## src/verilog/esd_pkg.sv

```systemverilog
package esd_pkg;

   // Geometry
   localparam int NUM_PORTS      = 6;
   localparam int LINES_PER_PORT = 8;
   localparam int NUM_LINES      = 48;
   localparam int LINES_PER_GRP  = 4;
   localparam int NUM_GROUPS     = 12;
   localparam int POL_LO_GROUPS  = 8;
   localparam int AUX_CLK_LINE   = 47;

   // Register bank codes, in select-field order
   typedef enum logic [1:0]
   {
      BANK_IO,
      BANK_EVENT,
      BANK_DEBOUNCE,
      BANK_INVALID
   } esd_bank_t;

   // Port offsets inside a bank
   localparam logic [2:0] PORT_DEB_EN  = 3'h0;
   localparam logic [2:0] PORT_DUR_LO  = 3'h1;
   localparam logic [2:0] PORT_DUR_HI  = 3'h2;
   localparam logic [2:0] PORT_CLK_SEL = 3'h3;
   localparam logic [2:0] PORT_SUMMARY = 3'h6;
   localparam logic [2:0] PORT_BANK    = 3'h7;

   // Field positions
   localparam int SUMMARY_BIT = 7;
   localparam int BANK_LSB    = 6;
   localparam int POL_HI_W    = 4;
   localparam int DUR_HI_W    = 4;

   // Debounce timing
   localparam int CLK_PERIOD_NS = 50;
   localparam int DB_T0_NS      = 4000;
   localparam int DB_T1_NS      = 64000;
   localparam int DB_T2_NS      = 1000000;
   localparam int DB_T3_NS      = 8000000;
   localparam int BUS_CNT0      = DB_T0_NS / CLK_PERIOD_NS;
   localparam int BUS_CNT1      = DB_T1_NS / CLK_PERIOD_NS;
   localparam int BUS_CNT2      = DB_T2_NS / CLK_PERIOD_NS;
   localparam int BUS_CNT3      = DB_T3_NS / CLK_PERIOD_NS;
   localparam int EXT_CNT0      = 32;
   localparam int EXT_CNT1      = 512;
   localparam int EXT_CNT2      = 8000;
   localparam int EXT_CNT3      = 64000;
   localparam int DB_CNT_W      = 18;

endpackage

```

## src/verilog/esd_debounce.sv

```systemverilog
module esd_debounce
   import esd_pkg::*;
#(
   parameter int LINES    = LINES_PER_PORT,
   parameter int CNT_W    = DB_CNT_W,
   parameter int BUS_LIM2 = BUS_CNT2,
   parameter int BUS_LIM3 = BUS_CNT3,
   parameter int EXT_LIM2 = EXT_CNT2,
   parameter int EXT_LIM3 = EXT_CNT3
)
(
   // Clock and reset
   input  wire logic             clk,
   input  wire logic             rstn,
   // Control
   input  wire logic             filter_on,
   input  wire logic [1:0]       code,
   input  wire logic             ext_sel,
   input  wire logic             ext_tick,
   // Lines
   input  wire logic [LINES-1:0] raw,
   output logic      [LINES-1:0] level
);

   logic [CNT_W-1:0] limit;
   logic             step;

   always_comb
   begin
      case ({ext_sel, code})
         3'h0:    limit = CNT_W'(BUS_CNT0);
         3'h1:    limit = CNT_W'(BUS_CNT1);
         3'h2:    limit = CNT_W'(BUS_LIM2);
         3'h3:    limit = CNT_W'(BUS_LIM3);
         3'h4:    limit = CNT_W'(EXT_CNT0);
         3'h5:    limit = CNT_W'(EXT_CNT1);
         3'h6:    limit = CNT_W'(EXT_LIM2);
         default: limit = CNT_W'(EXT_LIM3);
      endcase
   end

   assign step = ext_sel ? ext_tick : 1'b1;

   genvar i;
   generate
      for (i = 0; i < LINES; i++)
      begin : g_line
         logic [CNT_W-1:0] cnt_r;
         logic             stable_r;

         // With the filter on, a change is accepted only after it held for limit steps
         always_ff @(posedge clk)
         begin
            if (!rstn)
            begin
               cnt_r    <= '0;
               stable_r <= 1'b0;
            end
            else if (!filter_on || raw[i] == stable_r)
            begin
               cnt_r    <= '0;
               stable_r <= raw[i];
            end
            else if (step)
            begin
               if (cnt_r >= limit - CNT_W'(1))
               begin
                  cnt_r    <= '0;
                  stable_r <= raw[i];
               end
               else
                  cnt_r <= cnt_r + CNT_W'(1);
            end
         end

         assign level[i] = filter_on ? stable_r : raw[i];
      end
   endgenerate

endmodule

```

## src/verilog/esd_unit.sv

```systemverilog
module esd_unit
   import esd_pkg::*;
#(
   parameter int BUS_LIM2 = BUS_CNT2,
   parameter int BUS_LIM3 = BUS_CNT3,
   parameter int EXT_LIM2 = EXT_CNT2,
   parameter int EXT_LIM3 = EXT_CNT3
)
(
   // Clock and reset
   input  wire logic                 clk,
   input  wire logic                 rstn,
   // Register port
   input  wire logic                 reg_wr,
   input  wire logic                 reg_rd,
   input  wire logic [2:0]           reg_addr,
   input  wire logic [7:0]           reg_wdata,
   output logic      [7:0]           reg_rdata,
   // Mode and interrupt control
   input  wire logic                 enhanced_mode,
   input  wire logic                 int_enable,
   // Field lines
   input  wire logic [NUM_LINES-1:0] io_in,
   output logic      [NUM_LINES-1:0] line_level,
   // Interrupt request
   output logic                      interrupt_request_line_zero
);

   logic [NUM_LINES-1:0]  sync1_r;
   logic [NUM_LINES-1:0]  sync2_r;
   logic                  aux_prev_r;
   logic                  ext_tick;
   esd_bank_t             bank_r;
   logic [NUM_GROUPS-1:0] pol_r;
   logic [NUM_LINES-1:0]  en_r;
   logic [NUM_LINES-1:0]  ev_r;
   logic [NUM_PORTS-1:0]  deb_en_r;
   logic [2*NUM_PORTS-1:0] dur_r;
   logic                  clk_sel_r;
   logic [NUM_LINES-1:0]  filt;
   logic [NUM_LINES-1:0]  prev_r;
   logic [NUM_LINES-1:0]  edge_det;
   logic [NUM_LINES-1:0]  wr_hit;
   logic [NUM_LINES-1:0]  wdata_all;
   logic [NUM_PORTS-1:0]  port_or;
   logic [7:0]            ev_byte [NUM_PORTS];
   logic                  summary;
   logic                  wr_event;
   logic                  wr_deb;
   logic [7:0]            rdata_r;
   logic                  irq_r;

   // Pin synchronisers
   always_ff @(posedge clk)
   begin
      if (!rstn)
      begin
         sync1_r <= '0;
         sync2_r <= '0;
      end
      else
      begin
         sync1_r <= io_in;
         sync2_r <= sync1_r;
      end
   end

   // External debounce clock edge from the aux line
   always_ff @(posedge clk)
   begin
      if (!rstn)
         aux_prev_r <= 1'b0;
      else
         aux_prev_r <= sync2_r[AUX_CLK_LINE];
   end

   assign ext_tick = sync2_r[AUX_CLK_LINE] & ~aux_prev_r;

   assign wr_event = reg_wr && bank_r == BANK_EVENT;
   assign wr_deb   = reg_wr && bank_r == BANK_DEBOUNCE;

   // Bank select, any bank's port 7
   always_ff @(posedge clk)
   begin
      if (!rstn)
         bank_r <= BANK_IO;
      else if (reg_wr && reg_addr == PORT_BANK &&
               reg_wdata[7:BANK_LSB] != BANK_INVALID)
         bank_r <= esd_bank_t'(reg_wdata[7:BANK_LSB]);
   end

   // Edge polarity per group of four lines
   always_ff @(posedge clk)
   begin
      if (!rstn)
         pol_r <= '0;
      else if (wr_event && reg_addr == PORT_SUMMARY)
         pol_r[POL_LO_GROUPS-1:0] <= reg_wdata;
      else if (wr_event && reg_addr == PORT_BANK)
         pol_r[NUM_GROUPS-1:POL_LO_GROUPS] <=
            reg_wdata[POL_HI_W-1:0];
   end

   // Debounce configuration
   always_ff @(posedge clk)
   begin
      if (!rstn)
      begin
         deb_en_r  <= '0;
         dur_r     <= '0;
         clk_sel_r <= 1'b0;
      end
      else if (wr_deb)
      begin
         case (reg_addr)
            PORT_DEB_EN:  deb_en_r <= reg_wdata[NUM_PORTS-1:0];
            PORT_DUR_LO:  dur_r[7:0] <= reg_wdata;
            PORT_DUR_HI:  dur_r[2*NUM_PORTS-1:8] <=
                             reg_wdata[DUR_HI_W-1:0];
            PORT_CLK_SEL: clk_sel_r <= reg_wdata[0];
            default:      deb_en_r <= deb_en_r;
         endcase
      end
   end

   // Debounce per port
   genvar p;
   generate
      for (p = 0; p < NUM_PORTS; p++)
      begin : g_port
         esd_debounce #(
            .LINES    (LINES_PER_PORT),
            .CNT_W    (DB_CNT_W),
            .BUS_LIM2 (BUS_LIM2),
            .BUS_LIM3 (BUS_LIM3),
            .EXT_LIM2 (EXT_LIM2),
            .EXT_LIM3 (EXT_LIM3)
         ) u_deb (
            .clk       (clk),
            .rstn      (rstn),
            .filter_on (deb_en_r[p] & enhanced_mode),
            .code      (dur_r[2*p +: 2]),
            .ext_sel   (~clk_sel_r),
            .ext_tick  (ext_tick),
            .raw       (sync2_r[p*LINES_PER_PORT +: LINES_PER_PORT]),
            .level     (filt[p*LINES_PER_PORT +: LINES_PER_PORT])
         );
         assign ev_byte[p] = ev_r[p*LINES_PER_PORT +: LINES_PER_PORT];
         assign port_or[p] = |ev_byte[p];
         assign wr_hit[p*LINES_PER_PORT +: LINES_PER_PORT] =
            {LINES_PER_PORT{wr_event && reg_addr == 3'(p)}};
         assign wdata_all[p*LINES_PER_PORT +: LINES_PER_PORT] = reg_wdata;
      end
   endgenerate

   // Edge detection on the filtered lines
   genvar i;
   generate
      for (i = 0; i < NUM_LINES; i++)
      begin : g_edge
         assign edge_det[i] = enhanced_mode && en_r[i] &&
            (pol_r[i/LINES_PER_GRP] ? (filt[i] & ~prev_r[i])
                                    : (~filt[i] & prev_r[i]));
      end
   endgenerate

   always_ff @(posedge clk)
   begin
      if (!rstn)
      begin
         prev_r     <= '0;
         line_level <= '0;
      end
      else
      begin
         prev_r     <= filt;
         line_level <= filt;
      end
   end

   // Event latches and sense enables; a new edge wins over a clear
   always_ff @(posedge clk)
   begin
      if (!rstn)
      begin
         en_r <= '0;
         ev_r <= '0;
      end
      else
      begin
         en_r <= (en_r & ~wr_hit) | (wr_hit & wdata_all);
         ev_r <= (ev_r & ~(wr_hit & ~wdata_all)) | edge_det;
      end
   end

   assign summary = |ev_r;

   // Read data
   always_ff @(posedge clk)
   begin
      if (!rstn)
         rdata_r <= '0;
      else if (reg_rd)
      begin
         rdata_r <= '0;
         if (reg_addr == PORT_BANK)
            rdata_r <= {bank_r, 6'h00};
         else if (bank_r == BANK_EVENT)
         begin
            if (reg_addr == PORT_SUMMARY)
               rdata_r <= {summary, 1'b0, port_or};
            else
               rdata_r <= ev_byte[reg_addr];
         end
         else if (bank_r == BANK_DEBOUNCE)
         begin
            case (reg_addr)
               PORT_DEB_EN:  rdata_r <= {2'h0, deb_en_r};
               PORT_DUR_LO:  rdata_r <= dur_r[7:0];
               PORT_DUR_HI:  rdata_r <= {4'h0, dur_r[2*NUM_PORTS-1:8]};
               PORT_CLK_SEL: rdata_r <= {7'h00, clk_sel_r};
               default:      rdata_r <= '0;
            endcase
         end
      end
   end

   // Interrupt request
   always_ff @(posedge clk)
   begin
      if (!rstn)
         irq_r <= 1'b0;
      else
         irq_r <= summary && int_enable && enhanced_mode;
   end

   assign reg_rdata                   = rdata_r;
   assign interrupt_request_line_zero = irq_r;
endmodule
```

## config.mk

```make
export PLATFORM = sky130hd
export DESIGN_NAME = esd_unit
export DESIGN_NICKNAME = d
export VERILOG_FILES = /design/src/verilog/esd_pkg.sv /design/src/verilog/esd_debounce.sv /design/src/verilog/esd_unit.sv
export SDC_FILE = /design/constraint.sdc
export NUM_CORES = 2
export LEC_CHECK = 0
export ABC_AREA = 1
export BUFFER_PORTS_ARGS = -buffer_cell sky130_fd_sc_hd__buf_4
export CAP_MARGIN = 10
export CORE_MARGIN = 2
export CORE_UTILIZATION = 58
export CTS_CLUSTER_SIZE = 14
export DETAILED_ROUTE_END_ITERATION = 7
export GPL_TIMING_DRIVEN = 0
export MAX_ROUTING_LAYER = met4
export PLACE_DENSITY = 0.72
export SYNTH_ARGS = -nofsm -noshare
export SYNTH_HDL_FRONTEND = slang
export SYNTH_SLANG_ARGS = --single-unit
```

## constraint.sdc

```tcl
create_clock -name clk -period 12.5 [get_ports clk]
set_clock_uncertainty 0.1 [all_clocks]
set_input_delay 2.5 -clock clk [delete_from_list [all_inputs] [get_ports clk]]
set_output_delay 2.5 -clock clk [all_outputs]
set_load 0.02 [all_outputs]
```

==> flow_results.xml <==
<?xml version="1.0" encoding="UTF-8"?>
<metrics>
  <group name="run_status">
    <metric name="run_status" unit="">finished with violations</metric>
    <metric name="violated_checks" unit="">DRC</metric>
  </group>
  <group name="floorplan">
    <metric name="rows" unit="">125</metric>
    <metric name="die_footprint" unit="um^2">120000</metric>
    <metric name="floorplan.die.width" unit="um">347</metric>
    <metric name="core_box_area" unit="um^2">116000</metric>
    <metric name="start_util" unit="%">58.5</metric>
    <metric name="ports_placed_on_the_boundary" unit="">122</metric>
    <metric name="die_y" unit="um">347</metric>
  </group>
  <group name="worst_hold_path">
    <metric name="min_to" unit="">sync2_r[1]</metric>
    <metric name="holdCritStartpoint" unit="">sync1_r[1]</metric>
    <metric name="holdPathStages" unit="">2</metric>
    <metric name="worst_hold_path_type" unit="">reg2reg</metric>
  </group>
  <group name="yosys">
    <metric name="syn_area_per_cell" unit="um^2">7.40</metric>
    <metric name="ys_types" unit="">61</metric>
    <metric name="synth_top_flop_cell" unit="">sky130_fd_sc_hd__dfxtp_1</metric>
    <metric name="synthTopCellsByArea" unit="">sky130_fd_sc_hd__dfxtp_1, sky130_fd_sc_hd__ha_1, sky130_fd_sc_hd__nand2_1</metric>
    <metric name="post_synth_inst_count" unit="">9208</metric>
    <metric name="largest_area_contributor_in_the_synthesized_netlist" unit="">sky130_fd_sc_hd__dfxtp_1</metric>
    <metric name="synth_enable_flop_cells" unit="">0</metric>
    <metric name="syn-cell-area" unit="um^2">68100</metric>
    <metric name="synth_sequential_area_ratio" unit="%">35.1</metric>
    <metric name="synth_async_sr_flop_share" unit="%">0</metric>
    <metric name="synth_largest_type_area_fraction" unit="%">35.1</metric>
    <metric name="yosys_warnings" unit="">0</metric>
    <metric name="ys_seq_elements" unit="">1195</metric>
  </group>
  <group name="worst_setup_path">
    <metric name="cp_cell_sequence" unit="">buf_6 &gt; inv_2 &gt; buf_1 &gt; clkbuf_1 &gt; o21ai_0 &gt; ha_1 &gt; ha_1 &gt; nand2_1 &gt; nand2_1 &gt; a21oi_1 &gt; buf_6 &gt; ha_1 &gt; nand2_1 &gt; inv_1 &gt; nand2_1 &gt; a21oi_1 &gt; nor2_1 &gt; nor2_1 &gt; nor2_1 &gt; nand3_1 &gt; nand2_1 &gt; nand2_1 &gt; buf_2 &gt; nor3_1</metric>
    <metric name="end_kind" unit="">flip-flop</metric>
    <metric name="worst_reg_to_reg_setup_slack" unit="ns">5.97</metric>
    <metric name="critPathArrivalTime" unit="ns">7.12</metric>
    <metric name="criticalPathCategory" unit="">reg2reg</metric>
    <metric name="r2r_cells" unit="">24</metric>
    <metric name="crit_fanout" unit="">10</metric>
    <metric name="rr_endpoint" unit="">g_port[3].u_deb.g_line[2].cnt_r[15]</metric>
    <metric name="cp_data_required_time" unit="ns">13.09</metric>
    <metric name="cp-start-kind" unit="">flip-flop</metric>
    <metric name="timing.critical_path.slowest_stage_cell" unit="">sky130_fd_sc_hd__clkbuf_1</metric>
    <metric name="slowest_delay" unit="ns">1.03</metric>
    <metric name="crit_top_cell" unit="">sky130_fd_sc_hd__nand2_1</metric>
    <metric name="timing.rr.start" unit="">clk_sel_r</metric>
  </group>
  <group name="global_route">
    <metric name="grt_pass1_vias" unit="">60055</metric>
    <metric name="pin_count_of_the_biggest_net_entering_global_routing" unit="">17</metric>
    <metric name="gr-total-overflow" unit="">0</metric>
    <metric name="grt_util_all_layers" unit="%">36.9</metric>
    <metric name="initial_antenna_violation_count" unit="">20</metric>
    <metric name="grt_first_pass_wirelength" unit="um">336000</metric>
  </group>
  <group name="final_layout">
    <metric name="finalNonFillerCells" unit="">11171</metric>
    <metric name="fraction_of_layout_cells_with_a_size_suffix_above_1" unit="%">7.55</metric>
    <metric name="flow.area_growth_from_synthesis" unit="%">11.9</metric>
    <metric name="end_of_flow_core_utilization" unit="%">65.5</metric>
    <metric name="num-nets-final" unit="">10297</metric>
    <metric name="layout_common_cells" unit="">sky130_fd_sc_hd__nand2_1, sky130_fd_sc_hd__nor2_1, sky130_fd_sc_hd__dfxtp_1</metric>
    <metric name="layout_commonest_cell" unit="">sky130_fd_sc_hd__nand2_1</metric>
  </group>
  <group name="timing">
    <metric name="tightest_slew" unit="ns">1.43</metric>
    <metric name="rsz0062_at_grt" unit="">false</metric>
    <metric name="timing_max_transition_violations_final" unit="">0</metric>
    <metric name="final-hold-violation-count" unit="">0</metric>
    <metric name="setup_violations_final" unit="">0</metric>
    <metric name="time_the_final_worst_path_needs_with_i_o_delays_and_setup" unit="ns">6.53</metric>
    <metric name="timing.final.crit_share" unit="%">52.2</metric>
    <metric name="fin_setup_tns" unit="ns">0</metric>
    <metric name="fin_ws" unit="ns">5.97</metric>
    <metric name="slew-limit-headroom" unit="%">4.91</metric>
    <metric name="max_clock_freq" unit="MHz">153</metric>
  </group>
  <group name="power">
    <metric name="power_switching" unit="W">0.00194</metric>
    <metric name="comb_power_share" unit="%">3.5</metric>
    <metric name="power_frac_seq" unit="%">45.4</metric>
    <metric name="intPower" unit="W">0.00655</metric>
    <metric name="share_clk_of_total_power" unit="%">51.1</metric>
    <metric name="power.density" unit="nW/um^2">111</metric>
    <metric name="netSwitchingFraction" unit="%">22.8</metric>
    <metric name="peakVddDrop" unit="V">0.000148</metric>
    <metric name="power.total" unit="W">0.00849</metric>
    <metric name="cellLeakagePower" unit="nW">31.5</metric>
  </group>
  <group name="route">
    <metric name="detail_route.drc_violations" unit="">1</metric>
    <metric name="viasPerCell" unit="">5.77</metric>
    <metric name="routed_wirelength" unit="um">220000</metric>
    <metric name="wire_per_inst" unit="um">19.7</metric>
    <metric name="detailroute.via_count" unit="">64429</metric>
    <metric name="drt_iter0_markers" unit="">5959</metric>
    <metric name="route.antenna.remaining_nets" unit="">0</metric>
    <metric name="drt_pass1_iterations" unit="">8</metric>
  </group>
  <group name="clocking">
    <metric name="clk_latency" unit="ns">0.78</metric>
    <metric name="ctsResizeCount" unit="">0</metric>
    <metric name="cts_tree" unit="">done</metric>
    <metric name="ctsRootBufferMaster" unit="">sky130_fd_sc_hd__clkbuf_16</metric>
    <metric name="cts_hold_buffers" unit="">0</metric>
    <metric name="total_number_of_clock_tree_sinks" unit="">1195</metric>
    <metric name="clockBufferDepth" unit="">3</metric>
    <metric name="cts_inserted_buffers" unit="">138</metric>
    <metric name="clk_pin_slew_worst_setup_hold_paths" unit="ns">0.06</metric>
    <metric name="cts_setup_buffers" unit="">0</metric>
    <metric name="htree_num_levels" unit="">4</metric>
  </group>
  <group name="place">
    <metric name="dp_hpwl" unit="um">159000</metric>
    <metric name="place_congestion" unit="">1.00</metric>
    <metric name="pre_cts_ws" unit="ns">6.12</metric>
    <metric name="port_buffers" unit="">119</metric>
    <metric name="place_inst" unit="">10908</metric>
  </group>
  <group name="run">
    <metric name="drv.max_cap_violation_count" unit="">0</metric>
  </group>
</metrics>
[per-layer routing]
metal / wire length [um] / vias up / GRT usage (%)
li1: - / 31406 / -
met4: 12100 / 0 / 18.3
met5: 0 / - / -
met3: 19900 / 590 / 7.56
met1: 92800 / 29975 / 46.3
met2: 95600 / 2458 / 56.5
[per-stage QoR]
step	instance area [um^2]	hold WS, ns
2_1_floorplan	68200	0.290
3_3_place_gp	71000	0.297
3_5_place_dp	71300	0.300
4_1_cts	76200	0.313
5_1_grt	76200	0.322
6_report	76200	0.311
[worst max-delay path by stage]
stage	from	endpoint	slack [ns]
after floorplan	enhanced_mode	g_port[4].u_deb.g_line[1].cnt_r[17]	8.44
after global placement	clk_sel_r	g_port[5].u_deb.g_line[3].cnt_r[5]	4.42
after detailed placement	clk_sel_r	g_port[3].u_deb.g_line[3].cnt_r[16]	6.12
after CTS	clk_sel_r	g_port[3].u_deb.g_line[3].cnt_r[16]	6.06
after global routing	clk_sel_r	g_port[3].u_deb.g_line[3].cnt_r[16]	5.81
final	clk_sel_r	g_port[3].u_deb.g_line[2].cnt_r[15]	5.97
[sequential cells by signal (all words and copies together) (netlist names), named ones only]
signal / count
aux_prev_r: 1
bank_r: 2
clk_sel_r: 1
deb_en_r: 6
dur_r: 12
ev_r: 48
g_port.u_deb.g_line.cnt_r: 864
g_port.u_deb.g_line.stable_r: 48
interrupt_request_line_zero: 1
pol_r: 12
prev_r: 48
reg_rdata: 8
sync1_r: 48
sync2_r: 48
[worst max-delay path: cells and delay by family (launching register included)]
family	cells	cell delay, ns
flops	1	0.31
simple gates	11	1.65
buf+inv	7	2.73
compound gates	3	0.90
fa+ha+maj	3	0.72
[cell usage after synthesis, types with 8 or more instances]
library cell / n
sky130_fd_sc_hd__nand2_2: 13
sky130_fd_sc_hd__dfxtp_1: 1195
sky130_fd_sc_hd__nand2_1: 1647
sky130_fd_sc_hd__buf_1: 10
sky130_fd_sc_hd__nor3b_1: 61
sky130_fd_sc_hd__nor3_1: 400
sky130_fd_sc_hd__nor2_1: 1243
sky130_fd_sc_hd__nand4_1: 272
sky130_fd_sc_hd__nand3b_1: 40
sky130_fd_sc_hd__o21bai_1: 32
sky130_fd_sc_hd__a31oi_1: 13
sky130_fd_sc_hd__o22ai_1: 17
sky130_fd_sc_hd__xor2_1: 286
sky130_fd_sc_hd__a221oi_1: 13
sky130_fd_sc_hd__clkinv_1: 9
sky130_fd_sc_hd__buf_2: 64
sky130_fd_sc_hd__clkbuf_1: 95
sky130_fd_sc_hd__a21oi_1: 756
sky130_fd_sc_hd__o21ai_0: 379
sky130_fd_sc_hd__a211oi_1: 34
sky130_fd_sc_hd__xnor2_1: 163
sky130_fd_sc_hd__mux2i_1: 13
sky130_fd_sc_hd__ha_1: 708
sky130_fd_sc_hd__nor3_2: 21
sky130_fd_sc_hd__nor2_4: 13
sky130_fd_sc_hd__nor2_2: 142
sky130_fd_sc_hd__buf_4: 8
sky130_fd_sc_hd__nand3_1: 510
sky130_fd_sc_hd__inv_1: 879
sky130_fd_sc_hd__or2_2: 39
sky130_fd_sc_hd__nor4_4: 9
sky130_fd_sc_hd__buf_6: 11
sky130_fd_sc_hd__nor4_1: 22
sky130_fd_sc_hd__a21o_1: 11
[cell type report]
type                            count  area [um^2]
Timing Repair Buffer              137         1120
Fill cell                       10240        40100
Clock buffer                      199         4160
Sequential cell                  1195        23900
Clock inverter                     46          693
Tap cell                         1524         1910
Multi-Input combinational cell   6972        40100
Inverter                          892         3350
Antenna cell                       18         45.0
Buffer                            188          905
[power by group through the flow]
stage               Clock (W)  Combinational (W)  Sequential (W)
CTS                   0.00436           0.000286         0.00385
floorplan                   0           0.000129         0.00393
finish                0.00434           0.000296         0.00385
detailed placement          0           0.000285         0.00394
global placement            0           0.000280         0.00393
global route          0.00451           0.000307         0.00385
[kinds of logic after synthesis]
group / Yosys count / synth area share (%)
xor+xnor: 449 / 5.78
flops: 1195 / 35.1
compound gates: 1299 / 10.2
mux: 13 / 0.191
fa+ha+maj: 708 / 13.0
buf+inv: 1080 / 6.24
simple gates: 4463 / 29.5
other cells: 1 / 0.00551
Note: power is estimated with default switching activity, not from simulation.
